$ cat src/ptc_pkg.sv
// Purpose: shared constants and carrier types for the pwm timer control block
// Assumes: 16-bit register port, one clock phi (clk), async active-low reset
// Notes:   register map offsets are word indices on the plain register port

package ptc_pkg;

  // ---------------------------------------------------------------
  // register map (word indices)
  // ---------------------------------------------------------------
  localparam logic [2:0] ADDR_CTRL     = 3'h0; // timer_control
  localparam logic [2:0] ADDR_CTRL_EXT = 3'h1; // timer_control_ext
  localparam logic [2:0] ADDR_CYCLE    = 3'h2; // cycle_setting
  localparam logic [2:0] ADDR_DUTY     = 3'h3; // duty_setting
  localparam logic [2:0] ADDR_TIMER    = 3'h4; // counter readback
  localparam logic [2:0] ADDR_STATUS   = 3'h5; // running / output state

  // ---------------------------------------------------------------
  // control field positions
  // ---------------------------------------------------------------
  localparam int BIT_RSVD_HI  = 15;
  localparam int CKS_HI       = 14;
  localparam int CKS_LO       = 12;
  localparam int BIT_RESTART  = 11;
  localparam int BIT_MASK     = 10;
  localparam int EGS_HI       = 9;
  localparam int EGS_LO       = 8;
  localparam int BIT_RSVD_LO  = 7;
  localparam int FMD_HI       = 6;
  localparam int FMD_LO       = 4;
  localparam int BIT_POL      = 3;
  localparam int BIT_ONESHOT  = 2;
  localparam int BIT_COUNT_ENABLE     = 1;
  localparam int BIT_SOFTWARE_TRIGGER     = 0;
  localparam int BIT_CKS_MSB  = 8;   // in timer_control_ext

  localparam logic [15:0] CTRL_RESET = 16'h0000;
  localparam logic [15:0] CTRL_WMASK = 16'h7F7E; // stored bits only

  // ---------------------------------------------------------------
  // encodings
  // ---------------------------------------------------------------
  localparam logic [2:0] FMD_RESET = 3'h0;
  localparam logic [2:0] FMD_PWM   = 3'h1;

  localparam logic [1:0] EDGE_OFF  = 2'h0;
  localparam logic [1:0] EDGE_RISE = 2'h1;
  localparam logic [1:0] EDGE_FALL = 2'h2;
  localparam logic [1:0] EDGE_BOTH = 2'h3;

  localparam logic [3:0] CKS_DIV1    = 4'h0;
  localparam logic [3:0] CKS_DIV4    = 4'h1;
  localparam logic [3:0] CKS_DIV16   = 4'h2;
  localparam logic [3:0] CKS_DIV128  = 4'h3;
  localparam logic [3:0] CKS_DIV256  = 4'h4;
  localparam logic [3:0] CKS_EXTR    = 4'h5;
  localparam logic [3:0] CKS_EXTF    = 4'h6;
  localparam logic [3:0] CKS_EXTB    = 4'h7;
  localparam logic [3:0] CKS_DIV512  = 4'h8;
  localparam logic [3:0] CKS_DIV1024 = 4'h9;
  localparam logic [3:0] CKS_DIV2048 = 4'hA;

  // ---------------------------------------------------------------
  // timing: extra trigger delay stages (external path = 2 cycles)
  // ---------------------------------------------------------------
  localparam int SOFT_TRIG_DELAY = 1;
  localparam int EXT_TRIG_DELAY  = 2;

  // ---------------------------------------------------------------
  // carriers
  // ---------------------------------------------------------------
  typedef struct packed {
    logic [2:0]  addr;
    logic [15:0] wdata;
    logic        wr;
    logic        rd;
  } ptc_bus_t;

  typedef struct packed {
    logic        cks_msb;
    logic [2:0]  cks;
    logic        restart;
    logic        mask;
    logic [1:0]  edge_sel;
    logic [2:0]  function_select;
    logic        pol;
    logic        oneshot;
    logic        count_enable;
  } ptc_ctrl_t;

endpackage : ptc_pkg

$ cat src/ptc_prescaler.sv
// Purpose: count clock tick generator for the down counter
// Assumes: external count clock is synchronous to clk
// Notes:   prescale counter runs free; ratio change applies at once

`timescale 1ns/1ps
`default_nettype none

module ptc_prescaler
(
  // clock and reset
  input  wire logic       clk,
  input  wire logic       nrst,
  input  wire logic       ce,
  // control
  input  wire logic       run,        // counter running
  input  wire logic [3:0] sel,        // count clock select code
  // external count clock
  input  wire logic       ext_clk_in,
  // tick out
  output logic            tick
);

  // ---------------------------------------------------------------
  // state
  // ---------------------------------------------------------------
  typedef struct packed {
    logic [10:0] div;       // free prescale count
    logic        ext_prev;  // last external clock level
  } ptc_pre_state_t;

  ptc_pre_state_t s_reg;
  ptc_pre_state_t s_next;

  // all-ones test on the low bits of the prescaler
  function automatic logic low_ones(input logic [10:0] v, input int n);
    logic r;
    r = 1'b1;
    for (int i = 0; i < 11; i++)
    begin
      if (i < n)
        r = r & v[i];
    end
    return r;
  endfunction : low_ones

  // ---------------------------------------------------------------
  // next state and tick decode
  // ---------------------------------------------------------------
  always_comb
  begin
    s_next          = s_reg;
    s_next.div      = s_reg.div + 11'h001;
    s_next.ext_prev = ext_clk_in;
    case (sel)
      ptc_pkg::CKS_DIV1:    tick = run;
      ptc_pkg::CKS_DIV4:    tick = run & low_ones(s_reg.div, 2);
      ptc_pkg::CKS_DIV16:   tick = run & low_ones(s_reg.div, 4);
      ptc_pkg::CKS_DIV128:  tick = run & low_ones(s_reg.div, 7);
      ptc_pkg::CKS_DIV256:  tick = run & low_ones(s_reg.div, 8);
      ptc_pkg::CKS_DIV512:  tick = run & low_ones(s_reg.div, 9);
      ptc_pkg::CKS_DIV1024: tick = run & low_ones(s_reg.div, 10);
      ptc_pkg::CKS_DIV2048: tick = run & low_ones(s_reg.div, 11);
      ptc_pkg::CKS_EXTR:    tick = run & ext_clk_in & ~s_reg.ext_prev;
      ptc_pkg::CKS_EXTF:    tick = run & ~ext_clk_in & s_reg.ext_prev;
      ptc_pkg::CKS_EXTB:    tick = run & (ext_clk_in ^ s_reg.ext_prev);
      default:              tick = 1'b0; // prohibited codes never count
    endcase
  end

  // ---------------------------------------------------------------
  // registers
  // ---------------------------------------------------------------
  always_ff @(posedge clk or negedge nrst)
  begin
    if (!nrst)
      s_reg <= '0;
    else if (ce)
      s_reg <= s_next;
  end

endmodule : ptc_prescaler

`default_nettype wire

$ cat src/ptc_timer.sv
// Purpose: pwm timer channel control: register file, triggers, down counter, output
// Assumes: trigger and count clock pins synchronous to clk; port reads one cycle late
// Notes:   only the pwm function generates a waveform; other functions hold the counter, the reset function clears it

`timescale 1ns/1ps
`default_nettype none

module ptc_timer
(
  // clock, reset, enable
  input  wire logic              clk,
  input  wire logic              nrst,
  input  wire logic              ce,
  // register port
  input  wire ptc_pkg::ptc_bus_t bus,
  output logic [15:0]            rdata,
  // pins
  input  wire logic              trig_in,     // external trigger
  input  wire logic              ext_clk_in,  // external count clock
  output logic                   pwm_out
);

  // ---------------------------------------------------------------
  // state
  // ---------------------------------------------------------------
  typedef enum logic [1:0]
  {
    ST_IDLE = 2'b00,  // stopped or waiting for trigger
    ST_RUN  = 2'b01   // counting
  } ptc_state_t;

  typedef struct packed {
    ptc_pkg::ptc_ctrl_t ctrl;       // stored control bits
    logic [15:0]        cycle_buf;  // cycle_setting
    logic [15:0]        duty_buf;   // duty_setting (software side)
    logic [15:0]        duty_act;   // duty in force
    logic [15:0]        count;      // down counter
    ptc_state_t         state;
    logic               wave;       // raw waveform, normal sense
    logic               soft_pend;  // software trigger delay stage
    logic [1:0]         ext_pipe;   // external trigger delay stages
    logic               trig_prev;  // last trigger pin level
    logic [15:0]        rdata;      // read data register
  } ptc_top_state_t;

  ptc_top_state_t s_reg;
  ptc_top_state_t s_next;

  logic tick;       // count clock tick
  logic ext_edge;   // valid external trigger edge
  logic load;       // counter load this cycle
  logic w_ctrl;     // control write
  logic underflow;  // counter leaves zero

  // full control word as software sees it
  function automatic logic [15:0] ctrl_word(input ptc_pkg::ptc_ctrl_t c);
    logic [15:0] w;
    w = 16'h0000;
    w[ptc_pkg::CKS_HI:ptc_pkg::CKS_LO] = c.cks;
    w[ptc_pkg::BIT_RESTART]            = c.restart;
    w[ptc_pkg::BIT_MASK]               = c.mask;
    w[ptc_pkg::EGS_HI:ptc_pkg::EGS_LO] = c.edge_sel;
    w[ptc_pkg::FMD_HI:ptc_pkg::FMD_LO] = c.function_select;
    w[ptc_pkg::BIT_POL]                = c.pol;
    w[ptc_pkg::BIT_ONESHOT]            = c.oneshot;
    w[ptc_pkg::BIT_COUNT_ENABLE]               = c.count_enable;
    return w; // reserved 15, 7 and trigger bit 0 stay zero
  endfunction : ctrl_word

  // ---------------------------------------------------------------
  // count clock
  // ---------------------------------------------------------------
  ptc_prescaler u_pre
  (
    .clk        (clk),
    .nrst       (nrst),
    .ce         (ce),
    .run        (s_reg.state == ST_RUN),
    .sel        ({s_reg.ctrl.cks_msb, s_reg.ctrl.cks}),
    .ext_clk_in (ext_clk_in),
    .tick       (tick)
  );

  // ---------------------------------------------------------------
  // trigger edge detect
  // ---------------------------------------------------------------
  always_comb
  begin
    case (s_reg.ctrl.edge_sel)
      ptc_pkg::EDGE_RISE: ext_edge = trig_in & ~s_reg.trig_prev;
      ptc_pkg::EDGE_FALL: ext_edge = ~trig_in & s_reg.trig_prev;
      ptc_pkg::EDGE_BOTH: ext_edge = trig_in ^ s_reg.trig_prev;
      default:            ext_edge = 1'b0;  // disabled: pin never starts
    endcase
  end

  assign w_ctrl    = bus.wr && (bus.addr == ptc_pkg::ADDR_CTRL);
  assign underflow = (s_reg.state == ST_RUN) && tick && (s_reg.count == 16'h0000);

  // ---------------------------------------------------------------
  // next state
  // ---------------------------------------------------------------
  always_comb
  begin
    logic active;   // counter allowed to act
    logic fired;    // delayed trigger reaches the counter
    active = s_reg.ctrl.count_enable && (s_reg.ctrl.function_select == ptc_pkg::FMD_PWM);
    fired  = 1'b0;
    s_next = s_reg;

    // register writes; field-change timing is left to software
    if (bus.wr)
    begin
      case (bus.addr)
        ptc_pkg::ADDR_CTRL:
        begin
          s_next.ctrl.cks      = bus.wdata[ptc_pkg::CKS_HI:ptc_pkg::CKS_LO];
          s_next.ctrl.restart  = bus.wdata[ptc_pkg::BIT_RESTART];
          s_next.ctrl.mask     = bus.wdata[ptc_pkg::BIT_MASK];
          s_next.ctrl.edge_sel = bus.wdata[ptc_pkg::EGS_HI:ptc_pkg::EGS_LO];
          s_next.ctrl.function_select      = bus.wdata[ptc_pkg::FMD_HI:ptc_pkg::FMD_LO];
          s_next.ctrl.pol      = bus.wdata[ptc_pkg::BIT_POL];
          s_next.ctrl.oneshot  = bus.wdata[ptc_pkg::BIT_ONESHOT];
          s_next.ctrl.count_enable     = bus.wdata[ptc_pkg::BIT_COUNT_ENABLE];
        end
        ptc_pkg::ADDR_CTRL_EXT: s_next.ctrl.cks_msb = bus.wdata[ptc_pkg::BIT_CKS_MSB];
        ptc_pkg::ADDR_CYCLE:    s_next.cycle_buf    = bus.wdata;
        ptc_pkg::ADDR_DUTY:     s_next.duty_buf     = bus.wdata;
        default:                s_next.ctrl = s_reg.ctrl;  // read-only or unmapped
      endcase
    end

    // software trigger: uses the written enable so both act together
    s_next.soft_pend = w_ctrl && bus.wdata[ptc_pkg::BIT_SOFTWARE_TRIGGER] && bus.wdata[ptc_pkg::BIT_COUNT_ENABLE];

    // external trigger takes two stages before the load
    s_next.trig_prev = trig_in;
    s_next.ext_pipe  = {s_reg.ext_pipe[0], ext_edge && active};

    fired = active && (s_reg.soft_pend || s_reg.ext_pipe[1]);

    // start when idle, restart only if enabled
    load = fired && ((s_reg.state == ST_IDLE) || s_reg.ctrl.restart);

    // counter; load beats a coinciding count
    if (load)
    begin
      s_next.count    = s_reg.cycle_buf;
      s_next.duty_act = s_reg.duty_buf;
      s_next.state    = ST_RUN;
      s_next.wave     = (s_reg.cycle_buf == s_reg.duty_buf);  // equal: active at once
    end
    else if (underflow)
    begin
      s_next.duty_act = s_reg.duty_buf;
      if (s_reg.ctrl.oneshot)
      begin
        s_next.count = 16'hFFFF;
        s_next.state = ST_IDLE;
        s_next.wave  = 1'b0;
      end
      else
      begin
        s_next.count = s_reg.cycle_buf;
        s_next.wave  = (s_reg.cycle_buf == s_reg.duty_buf);
      end
    end
    else if ((s_reg.state == ST_RUN) && tick)
    begin
      s_next.count = s_reg.count - 16'h0001;
      if ((s_reg.count - 16'h0001) == s_reg.duty_act)
        s_next.wave = 1'b1;               // duty match
    end

    // stop or non-pwm function halts the channel
    if (!active && !load)
      s_next.state = ST_IDLE;

    // enable written from zero to one: waveform low
    if (w_ctrl && bus.wdata[ptc_pkg::BIT_COUNT_ENABLE] && !s_reg.ctrl.count_enable)
      s_next.wave = 1'b0;

    // reset mode clears all timer state but the trigger pin level; the prescaler keeps its count
    if (w_ctrl && (bus.wdata[ptc_pkg::FMD_HI:ptc_pkg::FMD_LO] == ptc_pkg::FMD_RESET))
    begin
      s_next           = '0;
      s_next.trig_prev = trig_in;
    end

    // read data, valid one cycle after the strobe
    s_next.rdata = 16'h0000;
    if (bus.rd)
    begin
      case (bus.addr)
        ptc_pkg::ADDR_CTRL:     s_next.rdata = ctrl_word(s_reg.ctrl);
        ptc_pkg::ADDR_CTRL_EXT: s_next.rdata = {7'h00, s_reg.ctrl.cks_msb, 8'h00};
        ptc_pkg::ADDR_CYCLE:    s_next.rdata = s_reg.cycle_buf;
        ptc_pkg::ADDR_DUTY:     s_next.rdata = s_reg.duty_buf;
        ptc_pkg::ADDR_TIMER:    s_next.rdata = s_reg.count;
        ptc_pkg::ADDR_STATUS:   s_next.rdata = {14'h0000, pwm_out, s_reg.state == ST_RUN};
        default:                s_next.rdata = 16'h0000;  // unmapped reads zero
      endcase
    end
  end

  // ---------------------------------------------------------------
  // output shaping: mask then polarity, so mask gives low or high
  // ---------------------------------------------------------------
  always_comb
  begin
    pwm_out = (s_reg.wave & ~s_reg.ctrl.mask) ^ s_reg.ctrl.pol;
  end

  assign rdata = s_reg.rdata;

  // ---------------------------------------------------------------
  // registers
  // ---------------------------------------------------------------
  always_ff @(posedge clk or negedge nrst)
  begin
    if (!nrst)
      s_reg <= '0;
    else if (ce)
      s_reg <= s_next;
  end

endmodule : ptc_timer

`default_nettype wire

$ cat config.mk
export PLATFORM = sky130hd
export DESIGN_NAME = ptc_timer
export DESIGN_NICKNAME = d
export VERILOG_FILES = /design/src/ptc_pkg.sv /design/src/ptc_prescaler.sv /design/src/ptc_timer.sv
export SDC_FILE = /design/constraint.sdc
export NUM_CORES = 1
export LEC_CHECK = 0
export BUFFER_PORTS_ARGS = -buffer_cell sky130_fd_sc_hd__buf_2
export CORE_MARGIN = 10
export CORE_UTILIZATION = 50
export CTS_BUF_LIST = sky130_fd_sc_hd__clkbuf_4 sky130_fd_sc_hd__clkbuf_8
export DETAILED_ROUTE_END_ITERATION = 16
export GPL_TIMING_DRIVEN = 0
export PLACE_DENSITY = 0.68
export SYNTH_ARGS = -nofsm -noshare
export SYNTH_HDL_FRONTEND = slang
export SYNTH_SLANG_ARGS = --single-unit
$ cat constraint.sdc
create_clock -name clk -period 2.99 [get_ports clk]
set_input_delay 0.4485 -clock clk [delete_from_list [all_inputs] [get_ports clk]]
set_output_delay 0.4485 -clock clk [all_outputs]
set_load 0.05 [all_outputs]
# Yosys cells after proc, flatten, opt, wreduce, memory -nomap -nowiden
# Index checks and enable logic that the tools add are counted.
# W data, S select, Z words.
[totals]
ram_bits = 0
mem_count = 0
latch_bits = 0
register_bits = 113
input_bits = 26
romBits = 0
[classes]
magnitude_cmp = 0
reduce_logical = 42
bitwise_logic = 67
eq_ne = 22
n_addsub = 2
div_mod_pow = 0
shift = 0
mul = 0
muxes = 74
[op_table]
columns = ["op", "count"]
rows = [
  ["$mux W16", 7],
  ["$mux W101", 1],
  ["$pmux W16 S6", 1],
  ["$and A1 B1 Y1", 59],
  ["$mux W1", 57],
  ["$mux W46", 1],
  ["$mux W35", 1],
  ["$eq A16 B16 Y1", 2],
  ["$reduce_and A3 Y1", 6],
  ["$eq A4 B3 Y1 const B", 4],
  ["$logic_not A16 Y1", 1],
  ["$sub A16 B1 Y16 const B", 1],
  ["$logic_and A1 B1 Y1", 13],
  ["$mux W13", 1],
  ["$eq A4 B4 Y1 const B", 3],
  ["$reduce_bool A4 Y1", 3],
  ["$add A11 B1 Y11 const B", 1],
  ["$pmux W1 S11", 1],
  ["$reduce_bool A2 Y1", 5],
  ["$reduce_bool A5 Y1", 2],
  ["$eq A4 B2 Y1 const B", 2],
  ["$eq A3 B1 Y1 const B", 2],
  ["$eq A3 B2 Y1 const B", 2],
  ["$eq A3 B3 Y1 const B", 2],
  ["other kinds (14)", 29],
]

# Depth between registers and ports, before layout
[depth]
depth_word = 30
ltp_mapped = 10
depth_no_buf = 9

# Cells and area by module
# A second synthesis with hierarchy kept.
[unflattened]
hier_cells = 705
hier_area_um2 = 6513.7
[by_module_without_submodules]
columns = ["module", "cells_per_inst", "instances", "area_each_um2"]
rows = [
  ["ptc_timer", 641, 1, 5815.6],
  ["ptc_prescaler", 64, 1, 698.2],
]

# Least setup slack after synthesis
# No wires, ideal clock.
[synth_path]
path_kind = "register -> register"
startpoint = "register s_reg[23] (netlist bit)"
endpoint = "register s_reg[47] (netlist bit)"
setup_time_ps = 120
path_buffers = 2
arrival_time_ps = 2526
path_stages_with_launch = 11
required_ps = 2870
period_less_slack_ps = 2646
slack_ps = 344
cell_sequence = "dfrtp_1 inv_1 ha_1 nor3b_4 nand4_4 or4_4 buf_6 o21ai_4 and2_4 buf_12 o21ai_2"
[synth_via]
elab_chain_cells = 4
[synth_rtl]
columns = ["element", "line", "rtl"]
rows = [
  ["from (decl)", "ptc_timer.sv:46", "ptc_top_state_t s_reg;"],
  ["from (signal assigned)", "ptc_timer.sv:224", "s_reg <= s_next;"],
  ["$logic_not A16 Y1", "ptc_timer.sv:98", "assign underflow = (s_reg.state == ST_RUN) && tick && (s_reg.count == 16'h0000);"],
  ["$logic_and A1 B1 Y1", "ptc_timer.sv:98", ""],
  ["$reduce_bool A3 Y1 (no source line)", "--", ""],
  ["$reduce_and A2 Y1 (no source line)", "--", ""],
]
# Every way passes these cells.
# A chain may end at the register's enable or synchronous reset.

# Final worst setup path
[layout_path]
startpoint = "register s_reg[23] (netlist bit)"
endpoint = "register s_reg[46] (netlist bit)"
# The elaborated chain is that of the path after synthesis.

==> flow_metrics.env <==
export IMPL_hold_viol=0
export IMPL_power_density_nw_per_um2=609.9
export IMPL_end_kind="flip-flop"
export IMPL_hp_class="input port to asynchronous set/reset pin"
export IMPL_drtIter0Drc=643
export IMPL_hold_buffers=0
export IMPL_initial_core_util=0.5080
export IMPL_grt_pass1_wl_um=32750
export IMPL_clk_latency_ns=0.39
export IMPL_dp_hpwl_um=15870
export IMPL_synthArstFlopShare=1.000
export IMPL_drt_wl_total_um=20740
export IMPL_wl_per_cell_um=21.14
export IMPL_setup_viol=0
export IMPL_dieWidth_um=135.8
export IMPL_synthesis_area_um2=6700
export IMPL_grt_pass1_vias=5741
export IMPL_drt_first_pass_iters=5
export IMPL_startpoint_type="flip-flop"
export IMPL_ys_seq_area_frac=0.4183
export IMPL_status="finished clean"
export IMPL_grt_usage=0.2301
export IMPL_critical_path_slowest_cell="or4_4"
export IMPL_fp_dieH_um=135.8
export IMPL_port_buffer_count=41
export IMPL_vias=5825
export IMPL_grt_overflow_total=0
export IMPL_die_area_um2=18430
export IMPL_yosys_warnings=0
export IMPL_cp_arrival_ns=3.24
export IMPL_crit_cells=10
export IMPL_dp_cells=956
export IMPL_syn_nets=769
export IMPL_postRouteAntennaNets=0
export IMPL_place_gp_congestion=0.9430
export IMPL_leakage_nw=3.286
export IMPL_area_growth_pct=12.32
export IMPL_clock_fmax_mhz=343.8
export IMPL_fp_coreArea_um2=13190
export IMPL_antenna_found_initial=0
export IMPL_yosysUniqueCellTypes=79
export IMPL_final_layout_size_suffix_gt1_frac=0.1925
export IMPL_path_cells="inv_1, ha_2, nor3b_4, nand4_4, or4_4, buf_6, o21ai_4, buf_4, nand4_1, o21ai_2"
export IMPL_cts_max_path_buffers=2
export IMPL_num_rows=42
export IMPL_cts_buffers=9
export IMPL_cap_violations=0
export IMPL_slew_headroom=0.3973
export IMPL_crit_fanout=10
export IMPL_synth_cells=738
export IMPL_cts_tree="yes"
export IMPL_synthFlopType="dfrtp_1"
export IMPL_nFillCells=1244
export IMPL_period_share=0.9729
export IMPL_largest_register_ffs=84
export IMPL_period_needed_ns=2.909
export IMPL_dp_worst_setup_slack_ns=-0.1967
export IMPL_io_pins=43
export IMPL_clkTransAtPathRegs_ns=0.11
export IMPL_diodes=0
export IMPL_grt_max_degree=71
export IMPL_worstRegToRegCells=10
export IMPL_drt_drc_violations_left=0
export IMPL_path_class="flip-flop to flip-flop"
export IMPL_yosys_register_bits=112
export IMPL_root_buffer="clkbuf_8"
export IMPL_fin_ws_ns=0.08102
export IMPL_syn_mean_instance_area_um2=9.079
export IMPL_clock_sinks=112
export IMPL_final_common_cell="dfrtp_1"
export IMPL_report_power_total_w=0.004590
export IMPL_final_cell_mix="111 x dfrtp_1, 98 x nand2_1, 76 x o21ai_0, 50 x inv_1, 47 x buf_2"
export IMPL_cts_max_level=3
export IMPL_nNetsFinal=831
export IMPL_via_per_inst=5.938
export IMPL_cp_top_family="simple AND/OR/NAND/NOR gates"
export IMPL_crit_required_ns=3.32
export IMPL_max_stage_delay_ns=0.53
export IMPL_drv_slew=0
export IMPL_path_buf_inv=3
export IMPL_worst_slew_pin_slew_ns=0.9007
export IMPL_synth_edf_count=0
export IMPL_finalNonFillerCells=981
export IMPL_vdd_drop_max_v=0.0003703
export IMPL_fin_skew_ns=0.007213
-- synthesized netlist by cell type (all sizes together) (3+ instances only) --
cell type	count	share of area
and3	3	0.0028
o21a	5	0.0056
o41ai	3	0.0039
a22oi	14	0.016
xnor2	37	0.048
o31ai	4	0.0045
a31oi	4	0.0037
a21oi	17	0.013
nand2b	4	0.0037
nand4b	3	0.0039
xor2	14	0.018
and2	4	0.0041
a211oi	3	0.0034
o22ai	19	0.018
o211ai	10	0.012
nor4	5	0.0047
buf	34	0.036
or3	3	0.0028
nand2	98	0.055
mux2i	12	0.018
nor2	30	0.018
dfrtp	112	0.42
nor2b	7	0.0065
o211a	5	0.0075
a311oi	3	0.0049
nor3	12	0.012
nand3	12	0.0090
mux2	17	0.029
ha	5	0.0093
clkbuf	30	0.017
o21ai	91	0.075
nand4	30	0.030
inv	50	0.028
-- report_power, final --
part           switching [W]  internal [W]  leakage, nW  total [W]
clock network       0.000546      0.000414        0.103   0.000961
logic               0.000834      0.000639         1.78    0.00147
registers           0.000369       0.00179         1.40    0.00216
total                0.00175       0.00284         3.29    0.00459
-- timing repair --
action                                 in CTS  in global routing
pin swaps                                   0                  4
resized for setup                           4                 11
setup endpoints to repair                  30                 33
setup buffers                               1                  8
cloned                                      0                  0
endpoints found under the hold margin       0                  0
-- path summary, 6_finish.rpt --
kind                                 start               to  slack (ns)
max in group asynchronous             nrst        s_reg[87]        2.18
max reg2reg                      s_reg[23]        s_reg[46]        0.08
min in group clk                   trig_in        s_reg[16]        0.30
max                              s_reg[23]        s_reg[46]        0.08
min                                   nrst        s_reg[51]        0.06
min reg2reg                u_pre.s_reg[11]  u_pre.s_reg[11]        0.47
-- cell families (layout without fill, tap and decap cells) --
family | count (synthesis) | count (layout) | synth area share
AOI/OAI and AO/OA | 199 | 199 | 0.1955
xor gates and xnor gates | 52 | 52 | 0.07003
adders and majority gates | 5 | 5 | 0.009337
buffers and inverters | 114 | 181 | 0.08086
DFF | 112 | 112 | 0.4183
muxes | 30 | 30 | 0.04986
and+or+nand+nor | 226 | 226 | 0.1761
-- cell type report --
type	count	area (um2)	area share
Inverter	50	187.7	0.02494
Clock inverter	6	65.06	0.008645
Tap cell	176	220.2	0.02926
Multi-Input combinational cell	512	3441	0.4572
Clock buffer	10	137.6	0.01829
Sequential cell	112	2804	0.3726
Timing Repair Buffer	51	315.3	0.04190
Buffer	64	355.3	0.04722
-- metrics by stage --
step	cell area (um2)	setup TNS (ns)	util	hold slack (ns)
after floorplan	6700	0	-	0.1529
after global placement	7126	-2.595	0.5402	0.4551
after detailed placement	7156	-3.351	0.5425	0.4575
after CTS	7388	-0.001490	0.5601	0.06999
after global routing	7526	-0.01372	0.5706	0.08830
final	7526	0	0.5706	0.05648
-- routing by layer --
metal	GRT usage	up-vias	routed length [um]
met4	0.07596	0	543
met5	0	-	0
met2	0.3418	226	9256
met1	0.3298	2836	9461
met3	0.04080	37	1475
li1	-	2726	-
Power figures use the tool's default switching activity.
